<file path="src/hdl/eitc_consts.svh">
// Constants of the external interrupt trigger configuration block.
`ifndef EITC_CONSTS_SVH
`define EITC_CONSTS_SVH

`define EITC_NPIN        24
`define EITC_PINS_PER_REG 8
`define EITC_FLD_W       3
`define EITC_FLT_FIXED   8

`define EITC_CTRL0_ADDR  32'h56000088
`define EITC_CTRL1_ADDR  32'h5600008C
`define EITC_CTRL2_ADDR  32'h56000090
`define EITC_STAT_ADDR   32'h560000C0
`define EITC_MASK_ADDR   32'h560000C4
`define EITC_LIVE_ADDR   32'h560000C8

`define EITC_CTRL_RESET  32'h00000000
`define EITC_CTRL0_WMASK 32'h77777777
`define EITC_CTRLN_WMASK 32'hFFFFFFFF

`define EITC_MODE_LOW    3'h0
`define EITC_MODE_HIGH   3'h1
`define EITC_EDGE_FALL   2'h1
`define EITC_EDGE_RISE   2'h2
`define EITC_EDGE_BOTH   2'h3

`define EITC_CLK_NS      10
`define EITC_FLT_NS      40
`define EITC_FLT_CYC     ((`EITC_FLT_NS + `EITC_CLK_NS - 1) / `EITC_CLK_NS)
`define EITC_CNT_W       3

`endif

</file>
<file path="src/hdl/eitc_pkg.sv">
// Types and sensing decode shared by the external interrupt trigger block.
`include "eitc_consts.svh"
package eitc_pkg;

  typedef logic [`EITC_NPIN-1:0] eitc_pins_type;
  typedef logic [`EITC_FLD_W-1:0] eitc_mode_type;

  typedef enum logic [2:0] {
    EITC_SEL_NONE  = 3'h0,
    EITC_SEL_CTRL0 = 3'h1,
    EITC_SEL_CTRL1 = 3'h3,
    EITC_SEL_CTRL2 = 3'h2,
    EITC_SEL_STAT  = 3'h6,
    EITC_SEL_MASK  = 3'h7,
    EITC_SEL_LIVE  = 3'h5
  } eitc_sel_type;

  typedef struct packed {
    logic [31:0]   ctrl0;
    logic [31:0]   ctrl1;
    logic [31:0]   ctrl2;
    eitc_pins_type stat;
    eitc_pins_type mask;
    eitc_pins_type req;
    logic [31:0]   prdata;
    logic          pready;
    logic          pslverr;
    logic          irq;
  } eitc_top_st_type;

  typedef struct packed {
    eitc_pins_type                             sync1;
    eitc_pins_type                             sync2;
    eitc_pins_type                             flt;
    eitc_pins_type                             prev;
    eitc_pins_type                             req;
    logic [`EITC_NPIN-1:0][`EITC_CNT_W-1:0]    cnt;
  } eitc_sense_st_type;

  // True when the filtered pin state qualifies under the given sensing code.
  function automatic logic eitc_sense_hit(eitc_mode_type mode, logic cur, logic prev);
    logic hit;
    hit = 1'b0;
    if (mode == `EITC_MODE_LOW) begin
      hit = !cur;
    end else if (mode == `EITC_MODE_HIGH) begin
      hit = cur;
    end else if (mode[2:1] == `EITC_EDGE_FALL) begin
      hit = prev && !cur;
    end else if (mode[2:1] == `EITC_EDGE_RISE) begin
      hit = !prev && cur;
    end else begin
      hit = prev ^ cur;
    end
    return hit;
  endfunction

  function automatic logic eitc_is_edge(eitc_mode_type mode);
    return mode[2] | mode[1];
  endfunction

endpackage

</file>
<file path="src/hdl/eitc_sense_if.sv">
// Interface carrying pin configuration to the sensing logic and requests back.
`timescale 1ns/10ps
`default_nettype none
`include "eitc_consts.svh"
interface eitc_sense_if;
  // Nets, since each pin's field is driven by its own continuous assignment.
  wire logic [`EITC_NPIN-1:0][`EITC_FLD_W-1:0] mode;
  wire logic [`EITC_NPIN-1:0]                  flt_en;
  wire logic [`EITC_NPIN-1:0]                  req;
  modport ctl   (output mode, output flt_en, input req);
  modport sense (input mode, input flt_en, output req);
endinterface
`default_nettype wire

</file>
<file path="src/hdl/eitc_pin_sense.sv">
// Pin synchroniser, noise filter and trigger detection for all external interrupt pins.
`timescale 1ns/10ps
`default_nettype none
`include "eitc_consts.svh"
module eitc_pin_sense (
  // Clock and reset
  input  wire logic                  clk,
  input  wire logic                  rst_b,
  // Pins
  input  wire eitc_pkg::eitc_pins_type pin,
  // Configuration and requests
  eitc_sense_if.sense                sif
);
  import eitc_pkg::*;

  eitc_sense_st_type st_q;
  eitc_sense_st_type st_d;

  always_comb begin
    st_d = st_q;
    st_d.sync1 = pin;
    st_d.sync2 = st_q.sync1;
    st_d.prev  = st_q.flt;
    for (int i = 0; i < `EITC_NPIN; i++) begin
      if (!sif.flt_en[i]) begin
        st_d.flt[i] = st_q.sync2[i];
        st_d.cnt[i] = '0;
      end else if (st_q.sync2[i] == st_q.flt[i]) begin
        st_d.cnt[i] = '0;
      end else if (st_q.cnt[i] == `EITC_CNT_W'(`EITC_FLT_CYC - 1)) begin
        // The new level has stood for the full filter time.
        st_d.flt[i] = st_q.sync2[i];
        st_d.cnt[i] = '0;
      end else begin
        st_d.cnt[i] = st_q.cnt[i] + `EITC_CNT_W'(1);
      end
      st_d.req[i] = eitc_sense_hit(sif.mode[i], st_q.flt[i], st_q.prev[i]);
    end
  end

  always_ff @(posedge clk or negedge rst_b) begin
    if (!rst_b) begin
      st_q <= '0;
    end else begin
      st_q <= st_d;
    end
  end

  assign sif.req = st_q.req;

  for (genvar g = 0; g < `EITC_NPIN; g++) begin : g_chk

  end
endmodule
`default_nettype wire

</file>
<file path="src/hdl/eitc_top.sv">
// External interrupt trigger configuration: APB registers, sensing and interrupt status.
`timescale 1ns/10ps
`default_nettype none
`include "eitc_consts.svh"
module eitc_top (
  // Clock and reset
  input  wire logic                    CLK,
  input  wire logic                    RST_B,
  // APB slave
  input  wire logic                    PSEL,
  input  wire logic                    PENABLE,
  input  wire logic                    PWRITE,
  input  wire logic [31:0]             PADDR,
  input  wire logic [31:0]             PWDATA,
  output var  logic [31:0]             PRDATA,
  output var  logic                    PREADY,
  output var  logic                    PSLVERR,
  // External interrupt pins
  input  wire eitc_pkg::eitc_pins_type EXT_IRQ_PIN,
  // Requests and interrupt
  output var  eitc_pkg::eitc_pins_type EXT_IRQ_REQ,
  output var  logic                    IRQ
);
  import eitc_pkg::*;

  eitc_top_st_type st_q;
  eitc_top_st_type st_d;

  eitc_sense_if sif ();

  // Address decode, used by both the read and the write path.
  function automatic eitc_sel_type eitc_decode(logic [31:0] addr);
    eitc_sel_type sel;
    sel = EITC_SEL_NONE;
    if (addr == `EITC_CTRL0_ADDR) begin
      sel = EITC_SEL_CTRL0;
    end else if (addr == `EITC_CTRL1_ADDR) begin
      sel = EITC_SEL_CTRL1;
    end else if (addr == `EITC_CTRL2_ADDR) begin
      sel = EITC_SEL_CTRL2;
    end else if (addr == `EITC_STAT_ADDR) begin
      sel = EITC_SEL_STAT;
    end else if (addr == `EITC_MASK_ADDR) begin
      sel = EITC_SEL_MASK;
    end else if (addr == `EITC_LIVE_ADDR) begin
      sel = EITC_SEL_LIVE;
    end
    return sel;
  endfunction

  // Read multiplexer; status, mask and live bits above the pin count read as zero.
  function automatic logic [31:0] eitc_read(eitc_sel_type sel, eitc_top_st_type s);
    logic [31:0] d;
    d = 32'h00000000;
    unique case (sel)
      EITC_SEL_CTRL0: begin
        d = s.ctrl0;
      end
      EITC_SEL_CTRL1: begin
        d = s.ctrl1;
      end
      EITC_SEL_CTRL2: begin
        d = s.ctrl2;
      end
      EITC_SEL_STAT: begin
        d = 32'(s.stat);
      end
      EITC_SEL_MASK: begin
        d = 32'(s.mask);
      end
      EITC_SEL_LIVE: begin
        d = 32'(s.req);
      end
      default: begin
        d = 32'h00000000;
      end
    endcase
    return d;
  endfunction

  logic         acc_first;
  logic         acc_done;
  logic         wr_done;
  eitc_sel_type sel;

  assign acc_first = PSEL && PENABLE && !st_q.pready;
  assign acc_done  = PSEL && PENABLE && st_q.pready;
  assign wr_done   = acc_done && PWRITE;
  assign sel       = eitc_decode(PADDR);

  always_comb begin
    st_d = st_q;

    // One wait state: data and pready rise together in the second access cycle.
    st_d.pready  = acc_first;
    st_d.pslverr = acc_first && (sel == EITC_SEL_NONE);
    st_d.prdata  = 32'h00000000;
    if (acc_first && !PWRITE) begin
      st_d.prdata = eitc_read(sel, st_q);
    end

    // A write takes effect only at the edge where pready is sampled high.
    if (wr_done) begin
      unique case (sel)
        EITC_SEL_CTRL0: begin
          // Pins 0..7 have no filter enable, so those bits stay zero.
          st_d.ctrl0 = PWDATA & `EITC_CTRL0_WMASK;
        end
        EITC_SEL_CTRL1: begin
          st_d.ctrl1 = PWDATA & `EITC_CTRLN_WMASK;
        end
        EITC_SEL_CTRL2: begin
          st_d.ctrl2 = PWDATA & `EITC_CTRLN_WMASK;
        end
        EITC_SEL_MASK: begin
          st_d.mask = PWDATA[`EITC_NPIN-1:0];
        end
        default: begin
          st_d.mask = st_q.mask;
        end
      endcase
    end

    // Write one to clear; a request in the same cycle keeps its bit set.
    st_d.stat = st_q.stat;
    if (wr_done && sel == EITC_SEL_STAT) begin
      st_d.stat = st_q.stat & ~PWDATA[`EITC_NPIN-1:0];
    end
    st_d.stat = st_d.stat | sif.req;

    st_d.req = sif.req;
    st_d.irq = |(st_d.stat & st_d.mask);
  end

  always_ff @(posedge CLK or negedge RST_B) begin
    if (!RST_B) begin
      st_q       <= '0;
      st_q.ctrl0 <= `EITC_CTRL_RESET;
      st_q.ctrl1 <= `EITC_CTRL_RESET;
      st_q.ctrl2 <= `EITC_CTRL_RESET;
    end else begin
      st_q <= st_d;
    end
  end

  // Configuration fan-out: pin k takes nibble k mod 8 of register k div 8.
  for (genvar k = 0; k < `EITC_NPIN; k++) begin : g_cfg
    localparam int REG = k / `EITC_PINS_PER_REG;
    localparam int LSB = 4 * (k % `EITC_PINS_PER_REG);
    if (REG == 0) begin : g_r0
      assign sif.mode[k] = st_q.ctrl0[LSB +: `EITC_FLD_W];
    end else if (REG == 1) begin : g_r1
      assign sif.mode[k] = st_q.ctrl1[LSB +: `EITC_FLD_W];
    end else begin : g_r2
      assign sif.mode[k] = st_q.ctrl2[LSB +: `EITC_FLD_W];
    end
    if (k < `EITC_FLT_FIXED) begin : g_ff
      // These pins have no enable bit and keep the filter permanently on.
      assign sif.flt_en[k] = 1'b1;
    end else if (REG == 1) begin : g_f1
      assign sif.flt_en[k] = st_q.ctrl1[LSB + `EITC_FLD_W];
    end else begin : g_f2
      assign sif.flt_en[k] = st_q.ctrl2[LSB + `EITC_FLD_W];
    end
  end

  eitc_pin_sense u_sense (
    .clk   (CLK),
    .rst_b (RST_B),
    .pin   (EXT_IRQ_PIN),
    .sif   (sif.sense)
  );

  assign PRDATA      = st_q.prdata;
  assign PREADY      = st_q.pready;
  assign PSLVERR     = st_q.pslverr;
  assign EXT_IRQ_REQ = st_q.req;
  assign IRQ         = st_q.irq;
endmodule
`default_nettype wire

</file>
<file path="config.mk">
export PLATFORM = sky130hd
export DESIGN_NAME = eitc_top
export DESIGN_NICKNAME = d
export VERILOG_FILES = /design/src/hdl/eitc_pkg.sv /design/src/hdl/eitc_sense_if.sv /design/src/hdl/eitc_pin_sense.sv /design/src/hdl/eitc_top.sv
export VERILOG_INCLUDE_DIRS = /design/src /design/src/hdl
export SDC_FILE = /design/constraint.sdc
export NUM_CORES = 1
export LEC_CHECK = 0
export BUFFER_PORTS_ARGS = -buffer_cell sky130_fd_sc_hd__buf_2
export CAP_MARGIN = 15
export CORE_UTILIZATION = 40
export CTS_BUF_LIST = sky130_fd_sc_hd__clkbuf_2
export DETAILED_ROUTE_END_ITERATION = 7
export HOLD_SLACK_MARGIN = 0.12
export SYNTH_ARGS = -nofsm -noshare
export SYNTH_HDL_FRONTEND = slang
export SYNTH_SLANG_ARGS = --single-unit
</file>
<file path="constraint.sdc">
create_clock -name CLK -period 6.25 [get_ports CLK]
set_clock_uncertainty 0.1 [all_clocks]
set_input_delay 1.25 -clock CLK [delete_from_list [all_inputs] [get_ports CLK]]
set_output_delay 1.25 -clock CLK [all_outputs]
set_load 0.02 [all_outputs]
</file>
==> flow_results.xml <==
<?xml version="1.0" encoding="UTF-8"?>
<metrics>
  <group name="status">
    <metric name="status" unit="">completed</metric>
  </group>
  <group name="drt">
    <metric name="met3_wirelength" unit="um">2220</metric>
    <metric name="wl_met2" unit="um">18900</metric>
    <metric name="detail_route.vias_per_cell" unit="">5.18</metric>
    <metric name="vias" unit="">10900</metric>
    <metric name="detail_route.iter0.violations" unit="">772</metric>
    <metric name="route.detailed.drc" unit="">0</metric>
    <metric name="wirelength_met1" unit="um">17500</metric>
    <metric name="ant_nets" unit="">0</metric>
    <metric name="wirelength" unit="um">39800</metric>
    <metric name="wl_per_cell" unit="um">18.9</metric>
    <metric name="drtPass1Iterations" unit="">5</metric>
    <metric name="top_signal_layer_used" unit="">met5</metric>
  </group>
  <group name="grt">
    <metric name="first_global_vias" unit="">11200</metric>
    <metric name="grtUsageTotal" unit="%">19.8</metric>
    <metric name="grt_overflow_total" unit="">0</metric>
    <metric name="grt_pass1_wl" unit="um">62700</metric>
    <metric name="largest_net_degree_at_the_start_of_global_routing" unit="">122</metric>
    <metric name="antenna_found_initial" unit="">4</metric>
  </group>
  <group name="synth">
    <metric name="synth_cell_type_count" unit="">52</metric>
    <metric name="synth.top_cells.by_count" unit="">sky130_fd_sc_hd__dfrtp_1, sky130_fd_sc_hd__mux2_2, sky130_fd_sc_hd__nand2_1</metric>
    <metric name="synth-seq-cells" unit="">387</metric>
    <metric name="synth-edff-count" unit="">0</metric>
    <metric name="netlist_area" unit="um2">16400</metric>
    <metric name="syn_avg_cell_area" unit="um2">12.4</metric>
    <metric name="synth-main-ff-cell" unit="">sky130_fd_sc_hd__dfrtp_1</metric>
    <metric name="most_frequent_cell_after_synthesis" unit="">sky130_fd_sc_hd__dfrtp_1</metric>
    <metric name="synthesis.nets" unit="">1489</metric>
    <metric name="synth_largest_type_area_fraction" unit="%">59.1</metric>
    <metric name="synth_warnings" unit="">0</metric>
    <metric name="sequential_element_share_of_the_synthesized_area" unit="%">59.1</metric>
    <metric name="synth_largest_area_cell" unit="">sky130_fd_sc_hd__dfrtp_1</metric>
    <metric name="ys_async_sr_fraction" unit="%">100</metric>
    <metric name="yosys-top-cells-area" unit="">sky130_fd_sc_hd__dfrtp_1, sky130_fd_sc_hd__mux2_2, sky130_fd_sc_hd__ha_1, sky130_fd_sc_hd__buf_4, sky130_fd_sc_hd__nand2_1</metric>
    <metric name="synthesis.instances" unit="">1324</metric>
  </group>
  <group name="floorplan">
    <metric name="std_cell_rows" unit="">73</metric>
    <metric name="chipWidth" unit="um">204</metric>
    <metric name="fp.dieArea" unit="um2">41800</metric>
    <metric name="floorplan.core_area" unit="um2">40100</metric>
    <metric name="initial_utilization" unit="%">40.9</metric>
    <metric name="die_height" unit="um">204</metric>
    <metric name="ioPinCount" unit="">152</metric>
  </group>
  <group name="worst_setup_path">
    <metric name="worst-path-max-fanout" unit="">18</metric>
    <metric name="kind_of_launch_point_of_the_worst_setup_path" unit="">input port</metric>
    <metric name="cpMaxStageDelayCell" unit="">sky130_fd_sc_hd__or3_1</metric>
    <metric name="critical_path_required" unit="ns">7.02</metric>
    <metric name="ff2ff_path_depth" unit="">8</metric>
    <metric name="critical-path-top-delay-family" unit="">simple AND/OR/NAND/NOR gates</metric>
    <metric name="r2r-start" unit="">PREADY$_DFF_PN0_</metric>
    <metric name="timing.critical_path.cells" unit="">buf_2 -&gt; nor4b_1 -&gt; nand2_1 -&gt; or3_1 -&gt; or4b_1 -&gt; a32o_1 -&gt; or4_1 -&gt; or4_1</metric>
    <metric name="cp_num_buf_inv" unit="">1</metric>
    <metric name="critical_path.endpoint" unit="">IRQ$_DFF_PN0_</metric>
    <metric name="crit_top_cell" unit="">sky130_fd_sc_hd__or4_1</metric>
    <metric name="slowest_delay" unit="ns">0.73</metric>
    <metric name="path_depth" unit="">8</metric>
    <metric name="regToRegSetupSlack" unit="ns">2.90</metric>
    <metric name="worstSetupEndpointType" unit="">register</metric>
    <metric name="crit_type" unit="">input port to register</metric>
    <metric name="arrival_time_at_the_worst_endpoint" unit="ns">4.48</metric>
    <metric name="worstReg2RegEnd" unit="">IRQ$_DFF_PN0_</metric>
    <metric name="startpoint" unit="">PADDR[20]</metric>
  </group>
  <group name="clock_tree">
    <metric name="clock_latency" unit="ns">1.00</metric>
    <metric name="clock_sink_count" unit="">387</metric>
    <metric name="max-clock-path-buffers" unit="">3</metric>
    <metric name="cts-root-buf" unit="">sky130_fd_sc_hd__clkbuf_2</metric>
    <metric name="cts_tree" unit="">built</metric>
    <metric name="deepest_level_of_the_cts_h_tree" unit="">3</metric>
    <metric name="cts_made_buffers" unit="">102</metric>
    <metric name="clkSlewWorstSetupHoldPaths" unit="ns">0.11</metric>
  </group>
  <group name="timing">
    <metric name="setup_viol_count_final" unit="">0</metric>
    <metric name="fin_crit" unit="ns">3.70</metric>
    <metric name="timing.setup.tns" unit="ns">0</metric>
    <metric name="final.setup.worst_slack" unit="ns">2.55</metric>
    <metric name="timing_hold_violations_final" unit="">0</metric>
    <metric name="timing.max_slew.rel_slack" unit="%">26.5</metric>
    <metric name="tightest_slew" unit="ns">1.10</metric>
    <metric name="slew_violations" unit="">0</metric>
    <metric name="min_period_over_period" unit="%">59.3</metric>
    <metric name="fmax" unit="MHz">270</metric>
    <metric name="grt_setup_unrepaired" unit="">false</metric>
  </group>
  <group name="placed_design">
    <metric name="finalWeightedCongestion" unit="">0.845</metric>
    <metric name="hpwl" unit="um">26800</metric>
    <metric name="port_buffers" unit="">151</metric>
    <metric name="preCtsSetupSlack" unit="ns">1.24</metric>
  </group>
  <group name="final_layout">
    <metric name="fillers" unit="">3728</metric>
    <metric name="final_nets" unit="">1670</metric>
    <metric name="p_r_area_growth_vs_syn" unit="%">11.9</metric>
    <metric name="seq_area" unit="um2">9680</metric>
    <metric name="drive_above_1_share" unit="%">30.4</metric>
    <metric name="multi_input_logic_area" unit="um2">5910</metric>
  </group>
  <group name="run">
    <metric name="max-cap-violations" unit="">0</metric>
  </group>
  <group name="hold_path">
    <metric name="holdPathStages" unit="">0</metric>
    <metric name="hold_path.class" unit="">register to register</metric>
    <metric name="hold_start" unit="">u_sense.st_d[151]$_DFF_PN0_</metric>
  </group>
  <group name="power">
    <metric name="leakagePower" unit="nW">8.85</metric>
    <metric name="pwr_density_cell" unit="nW/um2">306</metric>
    <metric name="worst_ir_drop_vdd" unit="mV">0.146</metric>
  </group>
</metrics>
## cell families after synthesis
logic type	Yosys count	share of synthesized area, %
flip-flops	387	59.1
adder cells (fa/ha/maj)	72	5.50
AO/OA/AOI/OAI	220	9.02
AND/OR/NAND/NOR	315	10.4
buffers and inverters	159	5.00
multiplexers	122	8.38
XOR/XNOR	49	2.62
## cells in the final DEF, fill, tap and decap left out, types with 16 or more instances in the layout
master                     synthesis  layout
sky130_fd_sc_hd__nand2_1         106     106
sky130_fd_sc_hd__a31oi_1          25      25
sky130_fd_sc_hd__a22oi_1          38      38
sky130_fd_sc_hd__nor3b_1          25      25
sky130_fd_sc_hd__mux2_2          122     122
sky130_fd_sc_hd__inv_1            69      69
sky130_fd_sc_hd__clkbuf_2          0     153
sky130_fd_sc_hd__clkinv_1          0      16
sky130_fd_sc_hd__buf_2             4     150
sky130_fd_sc_hd__a21oi_1          25      25
sky130_fd_sc_hd__nor2b_1          16      16
sky130_fd_sc_hd__dfrtp_1         387     387
sky130_fd_sc_hd__nor2_1           53      51
sky130_fd_sc_hd__xor2_1           40      40
sky130_fd_sc_hd__o21ai_0          60      60
sky130_fd_sc_hd__ha_1             72      72
sky130_fd_sc_hd__a211oi_1         24      24
sky130_fd_sc_hd__nor3_1           18      18
## per-layer routing
metal  global-route usage, %  up-vias
met2                    31.8      304
met4                    8.32        4
met3                    4.62       79
li1                        -     5028
met5                       0        -
met1                    25.6     5487
## report_power, final
| part | switching, W | total, W | internal [W] |
|---|---|---|---|
| Clock | 0.00104 | 0.00177 | 0.000726 |
| Combinational | 0.000454 | 0.000790 | 0.000336 |
| Sequential | 0.000263 | 0.00305 | 0.00279 |
| Total | 0.00176 | 0.00561 | 0.00385 |
## worst min path at each step
stage / to
CTS: u_sense.st_d[147]$_DFF_PN0_
detailed placement: u_sense.st_q[165]$_DFF_PN0_
floorplan: u_sense.st_q[144]$_DFF_PN0_
global placement: u_sense.st_q[167]$_DFF_PN0_
global route: u_sense.st_d[166]$_DFF_PN0_
finish: u_sense.st_q[151]$_DFF_PN0_
## metrics by stage
step	util (%)	hold slack (ns)	area [um2]	power, W	instances
CTS	45.7	0.135	18300	0.00570	2102
global route	45.7	0.143	18300	0.00599	2104
detailed placement	43.4	0.235	17400	0.00390	1924
global placement	43.4	0.232	17400	0.00386	1924
finish	45.7	0.226	18300	0.00561	2105
floorplan	-	0.231	16400	0.00359	1324
## flip-flops by register name, indices dropped and copies added, names as in the netlist
| register | count |
|---|---|
| PRDATA | 32 |
| EXT_IRQ_REQ | 24 |
| st_q | 48 |
| sif.mode | 72 |
| sif.flt_en | 16 |
| IRQ | 1 |
| PSLVERR | 1 |
| u_sense.sif.req | 24 |
| u_sense.st_q | 120 |
| u_sense.st_d | 48 |
| PREADY | 1 |
## area by class of cell
class                      count  share of cell area (%)
multi-input combinational    778                    32.2
inverter                      69                    1.41
clock inverter                25                   0.859
clock buffer                 152                    4.15
sequential                   387                    52.8
timing repair buffer         167                    4.97
antenna                        2                  0.0273
tap                          525                    3.58
## timing repair
action	CTS	global route
hold buffers	1	0
resized for setup	0	0
setup endpoints to repair	0	0
buffers inserted	0	0
hold endpoints to repair	1	0
Power figures use the tool's default switching activity.
